`src/rtl/uic_pkg.sv`:
```
package uic_pkg;

  // bus decode width and register byte addresses
  localparam int unsigned ADDR_W   = 8;
  localparam logic [7:0]  OFS_CTL  = 8'h00;
  localparam logic [7:0]  OFS_TXD  = 8'h04;
  localparam logic [7:0]  OFS_RXD  = 8'h08;
  localparam logic [7:0]  OFS_INTF = 8'h0c;
  localparam logic [7:0]  OFS_INTE = 8'h10;

  // channel control fields
  localparam int unsigned CTL_EN   = 0;
  localparam int unsigned CTL_SRST = 1;

  // status and cause flag positions
  localparam int unsigned ST_RXACT = 9;
  localparam int unsigned ST_TXACT = 8;
  localparam int unsigned C_TEND   = 6;
  localparam int unsigned C_FE     = 5;
  localparam int unsigned C_PE     = 4;
  localparam int unsigned C_OE     = 3;
  localparam int unsigned C_RB2    = 2;
  localparam int unsigned C_RB1    = 1;
  localparam int unsigned C_TBE    = 0;
  localparam int unsigned CAUSE_W  = 7;
  localparam int unsigned STICKY_W = 4;

  // reset values
  localparam logic [6:0]  INTE_RST = 7'h00;
  localparam logic [3:0]  STK_RST  = 4'h0;
  localparam logic [7:0]  TXD_RST  = 8'h00;
  localparam logic [31:0] RD_RST   = 32'h0000_0000;

  // soft reset processing time and its cycle count
  localparam int unsigned CLK_PERIOD_NS = 8;
  localparam int unsigned SRST_TIME_NS  = 32;
  localparam int unsigned SRST_CYC_DEF  =
    (SRST_TIME_NS + CLK_PERIOD_NS - 1) / CLK_PERIOD_NS;
  localparam int unsigned SRST_CNT_W    = 4;

  // receive buffer shape
  localparam int unsigned DATA_W    = 8;
  localparam int unsigned RXF_DEPTH = 2;

  // ahb-lite encodings
  localparam logic        HRESP_OKAY = 1'b0;

  // bus slave phase
  typedef enum logic
  {
    UIC_BUS_IDLE = 1'b0,
    UIC_BUS_DATA = 1'b1
  } uic_bus_type;

  // framing engine to register block
  typedef struct packed
  {
    logic       tx_busy;
    logic       tx_load;
    logic       tx_end;
    logic       rx_busy;
    logic       rx_done;
    logic [7:0] rx_data;
    logic       rx_fe;
    logic       rx_pe;
  } uic_eng_in_type;

  // register block to framing engine
  typedef struct packed
  {
    logic       run;
    logic       srst;
    logic       tx_valid;
    logic [7:0] tx_data;
  } uic_eng_out_type;

endpackage

```
`src/rtl/uic_rx_fifo.sv`:
```
module uic_rx_fifo
#(
  parameter int unsigned WIDTH = uic_pkg::DATA_W,
  parameter int unsigned DEPTH = uic_pkg::RXF_DEPTH
)
(
  // clock and reset
  input  wire logic                       i_clk,
  input  wire logic                       i_rst_n,
  // control
  input  wire logic                       i_clr,
  input  wire logic                       i_push,
  input  wire logic [WIDTH-1:0]           i_data,
  input  wire logic                       i_pop,
  // state
  output logic      [WIDTH-1:0]           o_head,
  output logic      [$clog2(DEPTH+1)-1:0] o_count
);

  localparam int unsigned PW = (DEPTH > 1) ? $clog2(DEPTH) : 1;
  localparam int unsigned CW = $clog2(DEPTH + 1);

  // refuse depths the pointer wrap cannot serve
  if (DEPTH < 2 || (DEPTH & (DEPTH - 1)) != 0)
  begin : g_chk
    $error("uic_rx_fifo depth must be a power of two, at least 2");
  end

  typedef struct packed
  {
    logic [DEPTH-1:0][WIDTH-1:0] mem;
    logic [PW-1:0]               wp;
    logic [PW-1:0]               rp;
    logic [CW-1:0]               cnt;
  } uic_fifo_st_type;

  uic_fifo_st_type st_reg;
  uic_fifo_st_type st_next;

  logic do_push;
  logic do_pop;

  // push refused when full unless a pop frees room
  always_comb
  begin
    st_next = st_reg;
    do_pop  = i_pop && (st_reg.cnt != '0);
    do_push = i_push && ((st_reg.cnt != CW'(DEPTH)) || do_pop);
    if (do_push)
    begin
      st_next.mem[st_reg.wp] = i_data;
      st_next.wp             = st_reg.wp + 1'b1;
    end
    if (do_pop)
    begin
      st_next.rp = st_reg.rp + 1'b1;
    end
    if (do_push && !do_pop)
    begin
      st_next.cnt = st_reg.cnt + 1'b1;
    end
    else if (do_pop && !do_push)
    begin
      st_next.cnt = st_reg.cnt - 1'b1;
    end
    if (i_clr)
    begin
      st_next.wp  = '0;
      st_next.rp  = '0;
      st_next.cnt = '0;
    end
  end

  // state register
  always_ff @(posedge i_clk or negedge i_rst_n)
  begin
    if (!i_rst_n)
    begin
      st_reg <= '0;
    end
    else
    begin
      st_reg <= st_next;
    end
  end

  // oldest entry first
  assign o_head  = st_reg.mem[st_reg.rp];
  assign o_count = st_reg.cnt;

endmodule

```
`src/rtl/uic_regs.sv`:
```
// Function
// - writing one to soft reset clears flags and buffers, keeps enable
// - soft reset bit reads one until done
// - unit enable runs channel, zero stops it
// - receive data read returns oldest fifo entry
// - bit nine shows receiver active
// - bit eight shows transmitter active
// - seven cause flags at bits six to zero
// - done and overrun flags cleared writing one
// - error flags cleared by one or read
// - buffer full flags cleared only by read or soft reset
// - empty flag resets one, cleared by write
// - enable bits six to zero, reset zero
// - irq only for enabled set flag
module uic_regs
#(
  parameter int unsigned SRST_CYCLES = uic_pkg::SRST_CYC_DEF
)
(
  // clock and reset
  input  wire logic                   i_clk,
  input  wire logic                   i_arst_n,
  // ahb-lite slave
  input  wire logic                   i_hsel,
  input  wire logic [31:0]            i_haddr,
  input  wire logic [1:0]             i_htrans,
  input  wire logic                   i_hwrite,
  input  wire logic [2:0]             i_hsize,
  input  wire logic [31:0]            i_hwdata,
  input  wire logic                   i_hready,
  output logic                        o_hreadyout,
  output logic                        o_hresp,
  output logic      [31:0]            o_hrdata,
  // framing engine
  input  wire uic_pkg::uic_eng_in_type  i_eng,
  output uic_pkg::uic_eng_out_type      o_eng,
  // interrupt request
  output logic                        o_irq
);

  localparam int unsigned CW = $clog2(uic_pkg::RXF_DEPTH + 1);

  // soft reset count must fit its counter
  if (SRST_CYCLES < 1 ||
      SRST_CYCLES >= (1 << uic_pkg::SRST_CNT_W))
  begin : g_chk
    $error("uic_regs soft reset cycles out of range");
  end

  typedef struct packed
  {
    uic_pkg::uic_bus_type            bus;
    logic                            hready;
    logic [31:0]                     hrdata;
    logic [uic_pkg::ADDR_W-1:0]      addr;
    logic                            wr;
    logic                            en;
    logic [uic_pkg::SRST_CNT_W-1:0]  srst_cnt;
    logic [7:0]                      txd;
    logic                            tx_full;
    logic [uic_pkg::STICKY_W-1:0]    sticky;
    logic [uic_pkg::CAUSE_W-1:0]     inte;
    logic                            rx_act;
    logic                            tx_act;
    logic                            irq;
    logic                            eng_run;
    logic                            eng_srst;
  } uic_st_type;

  uic_st_type st_reg;
  uic_st_type st_next;

  // reset release synchroniser
  logic rst_meta_reg;
  logic rst_n_reg;

  // receive buffer wiring
  logic            fifo_clr;
  logic            fifo_push;
  logic            fifo_pop;
  logic [7:0]      fifo_head;
  logic [CW-1:0]   fifo_cnt;

  // decode and event terms
  logic                        addr_sel;
  logic                        rx_full;
  logic                        rx_keep;
  logic [uic_pkg::CAUSE_W-1:0] cause;
  logic [31:0]                 rd_word;
  logic [31:0]                 wdat;

  // two-stage release of the asynchronous reset
  always_ff @(posedge i_clk or negedge i_arst_n)
  begin
    if (!i_arst_n)
    begin
      rst_meta_reg <= 1'b0;
      rst_n_reg    <= 1'b0;
    end
    else
    begin
      rst_meta_reg <= 1'b1;
      rst_n_reg    <= rst_meta_reg;
    end
  end

  // two-entry receive buffer
  uic_rx_fifo
  #(
    .WIDTH (uic_pkg::DATA_W),
    .DEPTH (uic_pkg::RXF_DEPTH)
  )
  u_rx_fifo
  (
    .i_clk   (i_clk),
    .i_rst_n (rst_n_reg),
    .i_clr   (fifo_clr),
    .i_push  (fifo_push),
    .i_data  (i_eng.rx_data),
    .i_pop   (fifo_pop),
    .o_head  (fifo_head),
    .o_count (fifo_cnt)
  );

  // cause vector as software sees it
  always_comb
  begin
    cause                    = '0;
    cause[uic_pkg::C_TEND]   = st_reg.sticky[3];
    cause[uic_pkg::C_FE]     = st_reg.sticky[2];
    cause[uic_pkg::C_PE]     = st_reg.sticky[1];
    cause[uic_pkg::C_OE]     = st_reg.sticky[0];
    cause[uic_pkg::C_RB2]    =
      (fifo_cnt == CW'(uic_pkg::RXF_DEPTH));
    cause[uic_pkg::C_RB1]    = (fifo_cnt != '0);
    cause[uic_pkg::C_TBE]    = !st_reg.tx_full;
  end

  // read multiplexer, reserved bits zero
  always_comb
  begin
    rd_word = '0;
    unique case (st_reg.addr)
      uic_pkg::OFS_CTL:
      begin
        rd_word[uic_pkg::CTL_EN]   = st_reg.en;
        rd_word[uic_pkg::CTL_SRST] =
          (st_reg.srst_cnt != '0);
      end
      uic_pkg::OFS_TXD:
      begin
        rd_word[7:0] = st_reg.txd;
      end
      uic_pkg::OFS_RXD:
      begin
        if (fifo_cnt != '0)
        begin
          rd_word[7:0] = fifo_head;
        end
      end
      uic_pkg::OFS_INTF:
      begin
        rd_word[uic_pkg::ST_RXACT] = st_reg.rx_act;
        rd_word[uic_pkg::ST_TXACT] = st_reg.tx_act;
        rd_word[6:0]               = cause;
      end
      uic_pkg::OFS_INTE:
      begin
        rd_word[6:0] = st_reg.inte;
      end
      default:
      begin
        rd_word = '0;
      end
    endcase
  end

  // bus phases, register writes, events and soft reset
  always_comb
  begin
    st_next   = st_reg;
    fifo_pop  = 1'b0;
    fifo_clr  = 1'b0;
    fifo_push = 1'b0;
    rx_full   = 1'b0;
    rx_keep   = 1'b0;
    wdat      = i_hwdata;
    addr_sel  = i_hsel && i_hready && i_htrans[1];

    // address phase taken, data phase one wait state later
    unique case (st_reg.bus)
      uic_pkg::UIC_BUS_IDLE:
      begin
        st_next.hready = 1'b1;
        if (addr_sel)
        begin
          st_next.bus    = uic_pkg::UIC_BUS_DATA;
          st_next.addr   = i_haddr[uic_pkg::ADDR_W-1:0];
          st_next.wr     = i_hwrite;
          st_next.hready = 1'b0;
        end
      end
      uic_pkg::UIC_BUS_DATA:
      begin
        st_next.bus    = uic_pkg::UIC_BUS_IDLE;
        st_next.hready = 1'b1;
        if (!st_reg.wr)
        begin
          st_next.hrdata = rd_word;
          if (st_reg.addr == uic_pkg::OFS_RXD &&
              fifo_cnt != '0)
          begin
            fifo_pop          = 1'b1;
            st_next.sticky[2] = 1'b0;
            st_next.sticky[1] = 1'b0;
          end
        end
        else
        begin
          unique case (st_reg.addr)
            uic_pkg::OFS_CTL:
            begin
              st_next.en = wdat[uic_pkg::CTL_EN];
              if (wdat[uic_pkg::CTL_SRST])
              begin
                st_next.srst_cnt =
                  uic_pkg::SRST_CNT_W'(SRST_CYCLES);
              end
            end
            uic_pkg::OFS_TXD:
            begin
              st_next.txd     = wdat[7:0];
              st_next.tx_full = 1'b1;
            end
            uic_pkg::OFS_INTF:
            begin
              if (wdat[uic_pkg::C_TEND])
              begin
                st_next.sticky[3] = 1'b0;
              end
              if (wdat[uic_pkg::C_FE])
              begin
                st_next.sticky[2] = 1'b0;
              end
              if (wdat[uic_pkg::C_PE])
              begin
                st_next.sticky[1] = 1'b0;
              end
              if (wdat[uic_pkg::C_OE])
              begin
                st_next.sticky[0] = 1'b0;
              end
            end
            uic_pkg::OFS_INTE:
            begin
              st_next.inte = wdat[6:0];
            end
            default:
            begin
              st_next.inte = st_reg.inte;
            end
          endcase
        end
      end
    endcase

    // engine events count only while the channel runs
    if (st_reg.eng_run)
    begin
      // shift register took the buffered byte
      if (i_eng.tx_load && !(st_next.tx_full && !st_reg.tx_full))
      begin
        st_next.tx_full = 1'b0;
      end
      // stop bit sent with nothing waiting
      if (i_eng.tx_end && !st_reg.tx_full)
      begin
        st_next.sticky[3] = 1'b1;
      end
      // received byte stored unless both entries are full and no read pops one in that cycle
      if (i_eng.rx_done)
      begin
        rx_full = (fifo_cnt == CW'(uic_pkg::RXF_DEPTH)) &&
                  !fifo_pop;
        rx_keep = !rx_full;
        if (rx_full)
        begin
          st_next.sticky[0] = 1'b1;
        end
        if (rx_keep && i_eng.rx_fe)
        begin
          st_next.sticky[2] = 1'b1;
        end
        if (rx_keep && i_eng.rx_pe)
        begin
          st_next.sticky[1] = 1'b1;
        end
      end
      fifo_push      = rx_keep;
      st_next.rx_act = i_eng.rx_busy;
      st_next.tx_act = i_eng.tx_busy;
    end
    else
    begin
      st_next.rx_act = 1'b0;
      st_next.tx_act = 1'b0;
    end

    // soft reset holds the channel cleared while counting down
    if (st_reg.srst_cnt != '0)
    begin
      if (st_next.srst_cnt == st_reg.srst_cnt)
      begin
        st_next.srst_cnt = st_reg.srst_cnt - 1'b1;
      end
      st_next.sticky  = uic_pkg::STK_RST;
      st_next.tx_full = 1'b0;
      st_next.rx_act  = 1'b0;
      st_next.tx_act  = 1'b0;
      fifo_clr        = 1'b1;
    end

    // registered outputs to the engine and interrupt controller
    st_next.eng_srst = (st_next.srst_cnt != '0);
    st_next.eng_run  = st_next.en && !st_next.eng_srst;
    st_next.irq      = |(cause & st_reg.inte);
  end

  // single state register
  always_ff @(posedge i_clk or negedge rst_n_reg)
  begin
    if (!rst_n_reg)
    begin
      st_reg          <= '0;
      st_reg.bus      <= uic_pkg::UIC_BUS_IDLE;
      st_reg.hready   <= 1'b1;
      st_reg.hrdata   <= uic_pkg::RD_RST;
      st_reg.txd      <= uic_pkg::TXD_RST;
      st_reg.sticky   <= uic_pkg::STK_RST;
      st_reg.inte     <= uic_pkg::INTE_RST;
      st_reg.tx_full  <= 1'b0;
    end
    else
    begin
      st_reg <= st_next;
    end
  end

  // outputs straight from the state register, hresp tied to okay
  assign o_hreadyout    = st_reg.hready;
  assign o_hresp        = uic_pkg::HRESP_OKAY;
  assign o_hrdata       = st_reg.hrdata;
  assign o_irq          = st_reg.irq;
  assign o_eng.run      = st_reg.eng_run;
  assign o_eng.srst     = st_reg.eng_srst;
  assign o_eng.tx_valid = st_reg.tx_full;
  assign o_eng.tx_data  = st_reg.txd;

endmodule

```
`config.mk`:
```
export PLATFORM = sky130hd
export DESIGN_NAME = uic_regs
export DESIGN_NICKNAME = d
export VERILOG_FILES = /design/src/rtl/uic_pkg.sv /design/src/rtl/uic_rx_fifo.sv /design/src/rtl/uic_regs.sv
export SDC_FILE = /design/constraint.sdc
export NUM_CORES = 1
export LEC_CHECK = 0
export ABC_AREA = 1
export BUFFER_PORTS_ARGS = -buffer_cell sky130_fd_sc_hd__buf_2
export CORE_UTILIZATION = 46
export DETAILED_ROUTE_END_ITERATION = 10
export PLACE_DENSITY = 0.82
export SLEW_MARGIN = 10
export SYNTH_ARGS = -nofsm -noshare
export SYNTH_HDL_FRONTEND = slang
export SYNTH_HIERARCHICAL = 1
export SYNTH_SLANG_ARGS = --single-unit
```
`constraint.sdc`:
```
create_clock -name i_clk -period 2.05 [get_ports i_clk]
set_input_delay 0.41 -clock i_clk [delete_from_list [all_inputs] [get_ports i_clk]]
set_output_delay 0.41 -clock i_clk [all_outputs]
set_load 0.02 [all_outputs]
```
==> reports/metrics.cfg <==
[clock_tree]
cts_buffers=9
cts_sinks=73
tritoncts=done
clockRootBuffer=clkbuf_8
clk_latency_ns=0.36
cts_buffer_depth=2
clk_pin_slew_ns=0.08
htree_levels=3

[die]
die_h_um=94.77
num_rows=33
dieArea_um2=8981
start_util_pct=47.94
ioPinCount=135
coreArea_um2=8258
die_width_um=94.77

[layout]
mostFrequentLayoutCell=nand2_1
syn2layout_area_growth_pct=8.944
drive_above_1_share_pct=26.38
diodes=0
fin_cells=632
num-fill-cells=777
final_nets=612
layout_common_cells=147 x nand2_1, 71 x dfrtp_1, 59 x buf_2
fin_area_um2=4313
largest_register_ffs=24

[route]
drt-pass1-iter-count=5
route.vias.total=3079
routed_via_density=4.872
drc=0
drt.antenna.violating_nets=0
drt-total-wl_mm=7.916
wl_per_cell_um=12.53
drtIter0Drc=186

[sta]
max_slew.worst_pin.slew_ns=0.5432
finalMaxSlewViolations=0
fmax_ghz=0.5446
clock_skew_ns=0.01354
setup_violations=0
fin_crit_sh_pct=89.57
fin_crit_ns=1.836
max_slew_margin_pct=63.75
rsz0062_at_grt=no
whs_ns=0.2291
finalHoldViolCount=0
fin_tns_setup_ns=0

[place]
dpl-instance-area_um2=4100
gp_congestion=0.8723
dp_hpwl_mm=5.879
placedCellCount=615
io_buffers=59

[synthesis]
synth_seq_cells=73
yosysUniqueCellTypes=37
yosysSeqAreaShare_pct=46.18
syn_area_um2=3959
ys_async_sr_fraction_pct=100.0
yosysWarnings=6
syn_area_per_cell_um2=8.282
syn_inst=478
synth-edff-count=0
synth_flop_cell=dfrtp_1

[grt]
use_met2_pct=31.77
grt_pass1_vias=2932
grtUsageMet1_pct=25.72
met3_usage_pct=3.301
antenna_found_initial=0
busiest_layer=met2
grt_pass1_wl_mm=13.54
grt_start_max_net_pins=51
overflow=0
grt.total_usage_pct=19.84

[setup_path]
crit_type=register to register
cp_max_fo=16
reg2regPathDepth=12
end_kind=register
slowest_delay_ns=0.40
rr_startpoint=st_reg[32]
cp.required_ns=2.29
worst_ep_arrival_time_ns=2.08
crit_path_end=u_rx_fifo/st_reg[6]
crit_chain=nor2_2, nand3_1, nor2_4, nand3_2, nand2_2, inv_2, nor2_4, nand2_4, inv_6, nand2_4, nand2_1, o21ai_2
cp_slowest_cell=dfrtp_1
r2r-end=u_rx_fifo/st_reg[6]
rrSetupSlack_ns=0.21
crit_start=st_reg[32]
cp-start-kind=register

[worst_hold_path]
worstHoldPathType=register to asynchronous set/reset pin

[power_and_ir_drop]
power_density_nw_per_um2=919.4
vdd_ir_drop_max_mv=0.3678
p_total_w=0.003965
leakagePower_nw=2.249

[run_status]
outcome=finished, final reports clean

[run]
maxCapViolations=0

per-stage QoR:
step	setup slack [ns]	utilization, %
2_1_floorplan	0.1788	-
3_3_place_gp	0.1128	49.65
3_5_place_dp	0.09936	49.65
4_1_cts	0.05987	52.14
5_1_grt	0.04321	52.23
6_report	0.2139	52.23
worst min path at each step:
stage | slack [ns] | depth (start not counted) | end
after detailed placement | 0.20 | 1 | rst_meta_reg
after global placement | 0.20 | 1 | rst_meta_reg
after global routing | 0.25 | 3 | st_reg[36]
after CTS | 0.24 | 3 | st_reg[36]
after floorplan | 0.11 | 0 | rst_meta_reg
final | 0.23 | 0 | u_rx_fifo/st_reg[15]
cells in the mapped netlist, types with 2 or more instances:
cell        n  area, um2
nand2_4     3      33.78
nand2_1   147      551.8
a21oi_1     8      40.04
inv_2       6      22.52
dfrtp_1    72       1802
nor2_1     20      75.07
inv_1      44      165.2
nand3_1    37      185.2
buf_4      46      345.3
nand3_2     2      20.02
conb_1      2      7.510
o21ai_0     6      30.03
nand2_2     7      43.79
nor3_1      2      10.01
buf_6       2      22.52
o21ai_2    22      192.7
buf_12      2      40.04
nor2_4      3      33.78
o21ai_1    12      60.06
clkbuf_1    3      11.26
buf_2       3      15.01
nand4_1     8      50.05
clkinv_1    2      7.510
and3_1      2      12.51
nor2_2      5      31.28
per-layer routing:
| metal | vias to the layer above | share of wire [%] |
|---|---|---|
| li1 | 1525 | - |
| met1 | 1448 | 45 |
| met2 | 90 | 48 |
| met3 | 16 | 4.8 |
| met4 | 0 | 2.5 |
| met5 | - | 0 |
power by group:
group / leakage (nW) / total, W / internal (W) / switching (W)
clock network: 0.0912 / 0.00112 / 0.000559 / 0.000561
logic: 1.26 / 0.00107 / 0.000369 / 0.000701
registers: 0.897 / 0.00178 / 0.00162 / 0.000152
cells by family after synthesis:
group | count (synthesis) | share of synthesized area, %
AOI/OAI and AO/OA | 53 | 9.166
adders and majority gates | 1 | 0.3160
buffers and inverters | 109 | 16.12
DFF | 73 | 46.18
other | 2 | 0.1897
and+or+nand+nor | 240 | 28.03
worst max-delay path: cells and delay by family (launching register included):
family	cells	cell delay, ns
compound gates	1	0.05
buf+inv	2	0.13
flops	1	0.40
simple gates	9	1.13
timing repair:
item                       4_1_cts  5_1_grt
buffers inserted                 0        0
hold buffers                     1        0
setup endpoints to repair        0       18
gates resized for setup          0        2
hold endpoints to repair         2        0
final cells by class:
cell class                 count  area, um2  area share, %
timing repair buffer          67      370.4          8.587
inverter                      53      203.9          4.729
tap                          105      131.4          3.046
clock buffer                   9      123.9          2.872
multi-input combinational    318       1583          36.70
sequential                    73       1829          42.41
clock inverter                 7      71.32          1.654
(Power assumes the default switching activity.)
